[src/shared/scr_consts.svh]
// Named constants of the sensor configuration register bank.
// Assumes inclusion by bare name from the design modules and the bench.
`ifndef SCR_CONSTS_SVH
`define SCR_CONSTS_SVH

// ****************************************************************
// Register offsets
// ****************************************************************
`define SCR_OFF_CH3_LOW     8'h08
`define SCR_OFF_CH3_HIGH    8'h09
`define SCR_OFF_RESET_CTRL  8'h0A
`define SCR_OFF_CHAN_EN     8'h0C
`define SCR_OFF_NP_RATE     8'h0D
`define SCR_OFF_CH0_GAIN    8'h0E

// ****************************************************************
// Field positions, reset values and the target address
// ****************************************************************
`define SCR_BIT_FULL_RESET  4
`define SCR_BIT_CFG_HOLD    0
`define SCR_BIT_FAST        3
`define SCR_BIT_CONT        2
`define SCR_RST_CHAN_EN     8'h1F
`define SCR_RST_RATE_CODE   2'h1
`define SCR_RST_GAIN        6'h28
`define SCR_I2C_ADDR        7'h2A

// ****************************************************************
// Scan periods in microseconds, and the clock rate
// ****************************************************************
`define SCR_CLK_MHZ         100
`define SCR_PER80_US        12500
`define SCR_PER40_US        25000
`define SCR_PER20_US        50000
`define SCR_PER10_US        100000
`define SCR_PER160_US       6250

`endif

[src/shared/scr_pkg.sv]
// Types shared by the register bank and its serial port.
// Assumes the constants header lies on the include path.
package scr_pkg;

   // Register write request from the serial port, valid for one cycle.
   typedef struct packed {
      logic       valid;
      logic [7:0] addr;
      logic [7:0] data;
   } scr_wr_s;

   // Channel enables for normal and low-power scanning.
   typedef struct packed {
      logic [3:0] lowpower_on;
      logic [3:0] chan_on;
   } scr_chan_cfg_s;

   // Serial port protocol states.
   typedef enum logic [2:0] {
      SCR_IDLE,
      SCR_RX,
      SCR_ACK,
      SCR_TX,
      SCR_RACK
   } scr_i2c_state_e;

endpackage

[src/rtl/scr_sensor_config_registers.sv]
// Configuration register bank of the inductive touch sensor.
// Assumes a two-wire host on scl and sda and a measurement core around it.
`timescale 1ns/100ps
`include "scr_consts.svh"

module scr_sensor_config_registers
   import scr_pkg::*;
#(
   parameter int unsigned PER80_CYC  = `SCR_PER80_US * `SCR_CLK_MHZ,
   parameter int unsigned PER40_CYC  = `SCR_PER40_US * `SCR_CLK_MHZ,
   parameter int unsigned PER20_CYC  = `SCR_PER20_US * `SCR_CLK_MHZ,
   parameter int unsigned PER10_CYC  = `SCR_PER10_US * `SCR_CLK_MHZ,
   parameter int unsigned PER160_CYC = `SCR_PER160_US * `SCR_CLK_MHZ
)
(
   input  wire logic        clock,
   input  wire logic        reset_n,
   input  wire logic        scl_in,
   input  wire logic        sda_in,
   output logic             sda_out,
   output logic             sda_oe,
   input  wire logic [11:0] chan3_result,
   input  wire logic        chip_ready,
   input  wire logic        lowpower_mode,
   input  wire logic        scan_busy,
   output scr_chan_cfg_s    chan_cfg,
   output logic [5:0]       chan0_sensitivity,
   output logic             device_reset,
   output logic             conversion_run,
   output logic             scan_start,
   output logic             fixed_base_inc
);

   logic        cfg_hold_q;
   logic        wait_ready_q;
   logic        fast_rate_select;
   logic        continuous_scan;
   logic [1:0]  normal_rate_code;
   logic [7:0]  rd_addr;
   logic [7:0]  rd_data;
   logic [23:0] cnt_q;
   logic [23:0] period;
   logic        run;
   scr_wr_s     wr;

   // ****************************************************************
   // Serial port
   // ****************************************************************
   // The line is open drain: only a low level is ever driven.
   scr_i2c_slave u_port (
      .clock   (clock),
      .reset_n (reset_n),
      .scl_in  (scl_in),
      .sda_in  (sda_in),
      .sda_oe  (sda_oe),
      .rd_addr (rd_addr),
      .rd_data (rd_data),
      .wr      (wr)
   );

   // Driven value of the data line is constant low.
   always_ff @(posedge clock) begin
      sda_out <= 1'b0;
   end

   // ****************************************************************
   // Device reset request
   // ****************************************************************
   // The request bit is never stored, so it reads back as zero.
   // The serial port is not reset with it, so the write that asked for
   // the reset still ends cleanly on the bus.
   always_ff @(posedge clock) begin
      if (!reset_n) begin
         device_reset <= 1'b0;
      end else begin
         device_reset <= wr.valid && wr.addr == `SCR_OFF_RESET_CTRL
                         && wr.data[`SCR_BIT_FULL_RESET];
      end
   end

   // Hold-off after a full reset; a new reset wins over chip ready.
   // A ready level that is already high ends the wait one cycle later.
   always_ff @(posedge clock) begin
      if (!reset_n) begin
         wait_ready_q <= 1'b0;
      end else if (device_reset) begin
         wait_ready_q <= 1'b1;
      end else if (chip_ready) begin
         wait_ready_q <= 1'b0;
      end
   end

   // ****************************************************************
   // Writable registers
   // ****************************************************************
   // Configuration hold bit; only bit 0 of its register is kept.
   always_ff @(posedge clock) begin
      if (!reset_n || device_reset) begin
         cfg_hold_q <= 1'b0;
      end else if (wr.valid && wr.addr == `SCR_OFF_RESET_CTRL) begin
         cfg_hold_q <= wr.data[`SCR_BIT_CFG_HOLD];
      end
   end

   // Channel enables, one bit each for normal and low-power scanning.
   // Enabling low power without the normal bit is left to the host.
   always_ff @(posedge clock) begin
      if (!reset_n || device_reset) begin
         chan_cfg <= `SCR_RST_CHAN_EN;
      end else if (wr.valid && wr.addr == `SCR_OFF_CHAN_EN) begin
         chan_cfg <= wr.data;
      end
   end

   // Normal power scan rate fields; bits 7 to 4 are not stored.
   always_ff @(posedge clock) begin
      if (!reset_n || device_reset) begin
         fast_rate_select <= 1'b0;
         continuous_scan  <= 1'b0;
         normal_rate_code <= `SCR_RST_RATE_CODE;
      end else if (wr.valid && wr.addr == `SCR_OFF_NP_RATE) begin
         fast_rate_select <= wr.data[`SCR_BIT_FAST];
         continuous_scan  <= wr.data[`SCR_BIT_CONT];
         normal_rate_code <= wr.data[1:0];
      end
   end

   // Channel 0 gain; the two reserved top bits are dropped.
   always_ff @(posedge clock) begin
      if (!reset_n || device_reset) begin
         chan0_sensitivity <= `SCR_RST_GAIN;
      end else if (wr.valid && wr.addr == `SCR_OFF_CH0_GAIN) begin
         chan0_sensitivity <= wr.data[5:0];
      end
   end

   // ****************************************************************
   // Read multiplexer
   // ****************************************************************
   // Unmapped offsets and reserved bits read as zero. The result bytes are
   // taken live, not latched: a host that reads both halves while a new
   // result lands can see a torn value, so it reads under hold or when idle.
   always_comb begin
      rd_data = 8'h00;
      unique case (rd_addr)
         `SCR_OFF_CH3_LOW:    rd_data = chan3_result[7:0];
         `SCR_OFF_CH3_HIGH:   rd_data = {4'h0, chan3_result[11:8]};
         `SCR_OFF_RESET_CTRL: rd_data = {7'h00, cfg_hold_q};
         `SCR_OFF_CHAN_EN:    rd_data = chan_cfg;
         `SCR_OFF_NP_RATE:    rd_data = {4'h0, fast_rate_select, continuous_scan,
                                         normal_rate_code};
         `SCR_OFF_CH0_GAIN:   rd_data = {2'h0, chan0_sensitivity};
         default:             rd_data = 8'h00;
      endcase
   end

   // ****************************************************************
   // Scan scheduling
   // ****************************************************************
   // Conversions run only outside the hold and, following a full reset, after chip ready.
   assign run = !cfg_hold_q && !wait_ready_q && !device_reset;

   // Period priority: fast bit over the rate code. Continuous scanning
   // overrides both in the tick process below and needs no period.
   always_comb begin
      unique case (normal_rate_code)
         2'h0:    period = PER80_CYC[23:0];
         2'h1:    period = PER40_CYC[23:0];
         2'h2:    period = PER20_CYC[23:0];
         default: period = PER10_CYC[23:0];
      endcase
      if (fast_rate_select) begin
         period = PER160_CYC[23:0];
      end
   end

   // Run flag and the fixed base increment flag for the scheduler.
   always_ff @(posedge clock) begin
      if (!reset_n) begin
         conversion_run <= 1'b0;
         fixed_base_inc <= 1'b0;
      end else begin
         conversion_run <= run;
         fixed_base_inc <= continuous_scan && !lowpower_mode;
      end
   end

   // Normal power scan tick. Continuous mode starts a scan whenever the
   // core is idle; the pulse gap stops a second start before busy rises.
   always_ff @(posedge clock) begin
      if (!reset_n) begin
         cnt_q      <= 24'h000000;
         scan_start <= 1'b0;
      end else if (!run || lowpower_mode) begin
         cnt_q      <= 24'h000000;
         scan_start <= 1'b0;
      end else if (continuous_scan) begin
         cnt_q      <= 24'h000000;
         scan_start <= !scan_busy && !scan_start;
      end else if (cnt_q >= period - 24'h000001) begin
         cnt_q      <= 24'h000000;
         scan_start <= 1'b1;
      end else begin
         cnt_q      <= cnt_q + 24'h000001;
         scan_start <= 1'b0;
      end
   end

endmodule

[src/rtl/scr_i2c_slave.sv]
// Two-wire serial target port: address, register pointer, data bytes.
// Assumes scl and sda inputs are synchronous to clock and slow against it.
`timescale 1ns/100ps
`include "scr_consts.svh"

module scr_i2c_slave
   import scr_pkg::*;
(
   input  wire logic       clock,
   input  wire logic       reset_n,
   input  wire logic       scl_in,
   input  wire logic       sda_in,
   output logic            sda_oe,
   output logic [7:0]      rd_addr,
   input  wire logic [7:0] rd_data,
   output scr_wr_s         wr
);

   logic           scl_q, sda_q;
   logic [2:0]     bit_q;
   logic [1:0]     phase_q;
   logic           rw_q;
   logic [7:0]     sh_q;
   scr_i2c_state_e st_q;
   logic           rise, fall, start, stop;
   logic [7:0]     byte_in;

   // ****************************************************************
   // Line event detection
   // ****************************************************************
   // Start and stop are data edges while the clock line stays high.
   assign rise    = scl_in & ~scl_q;
   assign fall    = ~scl_in & scl_q;
   assign start   = scl_in & scl_q & sda_q & ~sda_in;
   assign stop    = scl_in & scl_q & ~sda_q & sda_in;
   assign byte_in = {sh_q[6:0], sda_in};

   // Previous line levels for edge detection.
   always_ff @(posedge clock) begin
      if (!reset_n) begin
         scl_q <= 1'b1;
         sda_q <= 1'b1;
      end else begin
         scl_q <= scl_in;
         sda_q <= sda_in;
      end
   end

   // ****************************************************************
   // Protocol engine
   // ****************************************************************
   // The pointer advances after every data byte so bursts walk the map.
   always_ff @(posedge clock) begin
      if (!reset_n) begin
         st_q    <= SCR_IDLE;
         bit_q   <= 3'h0;
         phase_q <= 2'h0;
         rw_q    <= 1'b0;
         sh_q    <= 8'h00;
         sda_oe  <= 1'b0;
         rd_addr <= 8'h00;
         wr      <= '0;
      end else begin
         wr.valid <= 1'b0;
         if (start) begin
            st_q    <= SCR_RX;
            bit_q   <= 3'h0;
            phase_q <= 2'h0;
            sda_oe  <= 1'b0;
         end else if (stop) begin
            st_q   <= SCR_IDLE;
            sda_oe <= 1'b0;
         end else begin
            unique case (st_q)
               SCR_IDLE: ;
               SCR_RX: if (rise) begin
                  sh_q  <= byte_in;
                  bit_q <= bit_q + 3'h1;
                  if (bit_q == 3'h7) begin
                     st_q <= SCR_ACK;
                     if (phase_q == 2'h0) begin
                        rw_q <= byte_in[0];
                        if (byte_in[7:1] != `SCR_I2C_ADDR) st_q <= SCR_IDLE;
                     end else if (phase_q == 2'h1) begin
                        rd_addr <= byte_in;
                     end else begin
                        wr.valid <= 1'b1;
                        wr.addr  <= rd_addr;
                        wr.data  <= byte_in;
                        rd_addr  <= rd_addr + 8'h01;
                     end
                  end
               end
               SCR_ACK: if (fall) begin
                  sda_oe <= ~sda_oe;
                  bit_q  <= 3'h0;
                  if (sda_oe) begin
                     if (phase_q != 2'h2) phase_q <= phase_q + 2'h1;
                     if (rw_q) begin
                        st_q    <= SCR_TX;
                        sh_q    <= rd_data;
                        sda_oe  <= ~rd_data[7];
                        rd_addr <= rd_addr + 8'h01;
                     end else begin
                        st_q <= SCR_RX;
                     end
                  end
               end
               SCR_TX: if (fall) begin
                  bit_q  <= bit_q + 3'h1;
                  sh_q   <= {sh_q[6:0], 1'b0};
                  sda_oe <= (bit_q == 3'h7) ? 1'b0 : ~sh_q[6];
                  if (bit_q == 3'h7) st_q <= SCR_RACK;
               end
               SCR_RACK: if (rise) begin
                  // A not-acknowledge ends the read burst. The line is only taken
                  // again when the host already holds it low, so no level change
                  // while the clock is high can look like a start or a stop.
                  st_q   <= sda_in ? SCR_IDLE : SCR_ACK;
                  sda_oe <= ~sda_in;
               end
               default: st_q <= SCR_IDLE;
            endcase
         end
      end
   end

endmodule

[config.mk]
export PLATFORM = sky130hd
export DESIGN_NAME = scr_sensor_config_registers
export DESIGN_NICKNAME = d
export VERILOG_FILES = /design/src/shared/scr_pkg.sv /design/src/rtl/scr_sensor_config_registers.sv /design/src/rtl/scr_i2c_slave.sv
export VERILOG_INCLUDE_DIRS = /design/src /design/src/shared
export SDC_FILE = /design/constraint.sdc
export NUM_CORES = 1
export LEC_CHECK = 0
export ABC_AREA = 0
export BUFFER_PORTS_ARGS = -buffer_cell sky130_fd_sc_hd__buf_2
export CAP_MARGIN = 25
export CORE_UTILIZATION = 38
export CTS_BUF_LIST = sky130_fd_sc_hd__clkbuf_8
export DETAILED_ROUTE_END_ITERATION = 8
export PLACE_DENSITY = 0.52
export SETUP_SLACK_MARGIN = 0.15
export SYNTH_ARGS = -nofsm -noshare
export SYNTH_HDL_FRONTEND = slang
export SYNTH_SLANG_ARGS = --single-unit
[constraint.sdc]
create_clock -name clock -period 4 [get_ports clock]
set_input_delay 0.8 -clock clock [delete_from_list [all_inputs] [get_ports clock]]
set_output_delay 0.8 -clock clock [all_outputs]
set_load 0.005 [all_outputs]
==> out/metrics.csv <==
stage;metric;value;unit
yosys;synth.distinct_cells;76;
timing;skew;0.01399;ns
setup_path;startpoint;normal_rate_code[0];
yosys;synth_top_cells_by_area;dfxtp_1 (35%), ha_1 (8.8%), mux2i_1 (7.6%), nor2_1 (3.9%), nor3_2 (3.8%);
timing;worst_pin_slew;1.026;ns
route;via_per_inst;5.527;
die;num_rows;42;
grt;grt_usage;0.1899;
clock_tree;clk_latency;0.39;ns
clock_tree;cts_tree;yes;
layout;nets;662;
pwr;p_leak;2.351;nW
setup_path;r2r_end;cnt_q[8];
route;firstDrtPassIters;5;
flow_run;max-cap-violations;0;
route;num_vias;4350;
setup_path;worstPathArrival;3.92;ns
route;wl_per_cell;16.66;um
layout;final_util;0.4358;
die;coreArea;13400;um2
yosys;ys_async_sr_fraction;0;
yosys;syn_area;5285;um2
yosys;syn_avg_cell_area;9.144;um2
grt;grt_max_degree;30;
die;die_w;119.9;um
placed_design;placed_cells;765;
setup_path;slowest_stage;dfxtp_1;
pwr;swShare;0.2746;
die;dieArea;14380;um2
timing;fmax;0.2774;GHz
die;pin_count;39;
grt;grt.overflow.total;0;
yosys;synth_common_cells;dfxtp_1 (92), nor2_1 (55), mux2i_1 (40), ha_1 (37), nand2_1 (37);
placed_design;dp_slack;0.2398;ns
worst_hold_path;hold_depth;1;
clock_tree;cts-root-buf;clkbuf_8;
timing;slew_headroom;0.3162;
yosys;yosys_warnings;0;
worst_hold_path;min_to;conversion_run;
layout;drive_gt1_frac;0.1702;
setup_path;worst-r2r-setup-slack;0.40;ns
grt;first_global_vias;4063;
yosys;synth-seq-cells;92;
die;initial_core_util;0.3944;
placed_design;io_buffers;37;
grt;antenna_found_initial;0;
layout;areaGrowthSynthToFinish;10.49;%
setup_path;crit_path_start_kind;flop;
timing;report.final.slew_viol_count;0;
layout;nFillCells;1333;
setup_path;end_kind;flop;
pwr;switchingPower;0.4524;mW
yosys;synth_top_area_cell;dfxtp_1;
clock_tree;clockBufferDepth;2;
worst_hold_path;min_from;wait_ready_q;
grt;grt_pass1_wl;21490;um
yosys;synth.yosys.seq_area_share;0.3485;
setup_path;max_stage_delay;0.45;ns
setup_path;cp.required;4.31;ns
pwr;internal_power;1.195;mW
clock_tree;clkTransAtPathRegs;0.11;ns
timing;setup_violations;0;
route;drt_wl_total;13110;um
timing;final_hold_viol_count;0;
layout;diodes;0;
layout;fin_cells;787;
setup_path;crit_fanout;15;
yosys;synth_edf_count;0;
route;drt_iter0_drc;317;
layout;multiInputGateArea;3221;um2
placed_design;dp_hpwl;9670;um
pwr;pwr_density_cell;282.1;nW/um2
run_status;status;complete, no violations;
timing;period_needed;3.605;ns
die;fp.dieH;119.9;um
setup_path;worstRegToRegCells;14;
setup_path;criticalPathCategory;flop to flop;
route;drtAntennaViolNets;0;
timing;setup_tns;0;ns
yosys;syn_nets;634;
yosys;synth.most_common_cell;dfxtp_1;
pwr;pwr-share-clk;0.396;
yosys;synthFlopType;dfxtp_1;
clock_tree;h-tree-depth;3;
clock_tree;numCtsBuffers;9;
setup_path;crit_chain;inv_1 -> ha_1 -> nor3_1 -> o21ai_1 -> nor4_1 -> xnor2_1 -> nand2b_1 -> ha_1 -> and3_4 -> a221o_1 -> a2111oi_4 -> nand4_4 -> buf_4 -> nor3_1;
pwr;combPwrFrac;0.041;
pwr;max-vdd-ir-drop;122.4;uV
timing;rsz0062_at_grt;false;
placed_design;gp_congestion;0.8454;
timing;layout_worst_path_cycle_share;0.9012;
pwr;seq_power_share;0.564;
route;drcViolationCount;0;
yosys;post-synth-top-area-fraction;0.3485;
setup_path;r2r-start;normal_rate_code[0];
worst_hold_path;hold_class;flop to flop;
clock_tree;cts_sinks;92;
yosys;netlist_instances;578;
timing;worst_slack;0.3951;ns
pwr;total_power;1.647;mW
layout;register_area;1843;um2
## cells by family (layout without fill, tap and decap cells)
| family | Yosys count | count (layout) | synth area share |
|---|---|---|---|
| adder cells (fa/ha/maj) | 37 | 37 | 0.08759 |
| AND/OR/NAND/NOR | 233 | 233 | 0.2559 |
| flip-flops | 92 | 92 | 0.3485 |
| other | 1 | 1 | 0.0007095 |
| multiplexers | 46 | 46 | 0.08854 |
| XOR/XNOR | 25 | 25 | 0.04143 |
| buffers and inverters | 52 | 85 | 0.04214 |
| AO/OA/AOI/OAI | 92 | 92 | 0.1352 |
## registers in the layout, indices dropped and copies added (netlist names), 3 cells and up
register / count
chan0_sensitivity: 6
u_port.wr: 17
u_port.bit_q: 3
cnt_q: 24
u_port.st_q: 3
chan_cfg: 8
u_port.sh_q: 7
u_port.rd_addr: 8
## worst max path at each step
stage               slack (ns)         to
global placement          0.37  cnt_q[10]
detailed placement        0.24   cnt_q[5]
floorplan                 0.79  cnt_q[11]
CTS                       0.21   cnt_q[5]
global route              0.15   cnt_q[5]
finish                    0.40   cnt_q[8]
## final cells by class
cell class | count | area share
sequential | 92 | 0.3156
clock buffer | 9 | 0.02121
clock inverter | 7 | 0.01393
inverter | 20 | 0.01286
multi-input combinational | 434 | 0.5515
timing repair buffer | 49 | 0.04714
tap | 176 | 0.03771
## repair_timing
action | in CTS | in global routing
setup buffers | 0 | 6
gates resized for setup | 0 | 1
hold buffers | 0 | 0
setup endpoints to repair | 0 | 15
## worst max-delay path: cells and delay by family, from the launching register on
| family | cells | cell delay [ns] |
|---|---|---|
| flip-flops | 1 | 0.45 |
| buffers and inverters | 2 | 0.39 |
| AND/OR/NAND/NOR | 6 | 1.10 |
| AO/OA/AOI/OAI | 3 | 0.89 |
| XOR/XNOR | 1 | 0.17 |
| adder cells (fa/ha/maj) | 2 | 0.52 |
## per-layer routing
metal	share of wire	GRT usage	vias up	wire, um
met5	0	0	-	0
met1	0.50	0.2704	2100	6618
li1	-	-	2166	-
met4	0.016	0.07500	0	204
met2	0.45	0.2884	71	5925
met3	0.028	0.02376	13	365
## stage by stage
step	area [um2]	hold WS, ns
6_report	5839	0.4989
5_1_grt	5839	0.5297
4_1_cts	5793	0.4985
3_5_place_dp	5588	0.4831
3_3_place_gp	5588	0.4734
2_1_floorplan	5285	0.4097
## power groups by stage
stage / Combinational, mW / Sequential (mW) / Clock, mW
global placement: 0.0679 / 0.949 / 0
floorplan: 0.0463 / 0.945 / 0
finish: 0.0673 / 0.928 / 0.652
global route: 0.0742 / 0.929 / 0.703
detailed placement: 0.0683 / 0.949 / 0
CTS: 0.0684 / 0.928 / 0.674
## layout by cell type, fill, tap and decap left out, types with 6 or more instances in the layout
cell,n
buf_2,37
nand4_1,15
nor2_1,55
nand2b_1,13
xor2_1,15
nor3_1,15
nand2_1,37
ha_1,37
nor2b_1,6
nor3_2,20
buf_4,12
a211oi_1,6
dfxtp_1,91
inv_1,20
o21ai_0,7
nand3_1,21
a21oi_1,23
nor4_1,6
mux2i_1,40
xnor2_1,10
clkbuf_8,9
Power figures use the tool's default switching activity.
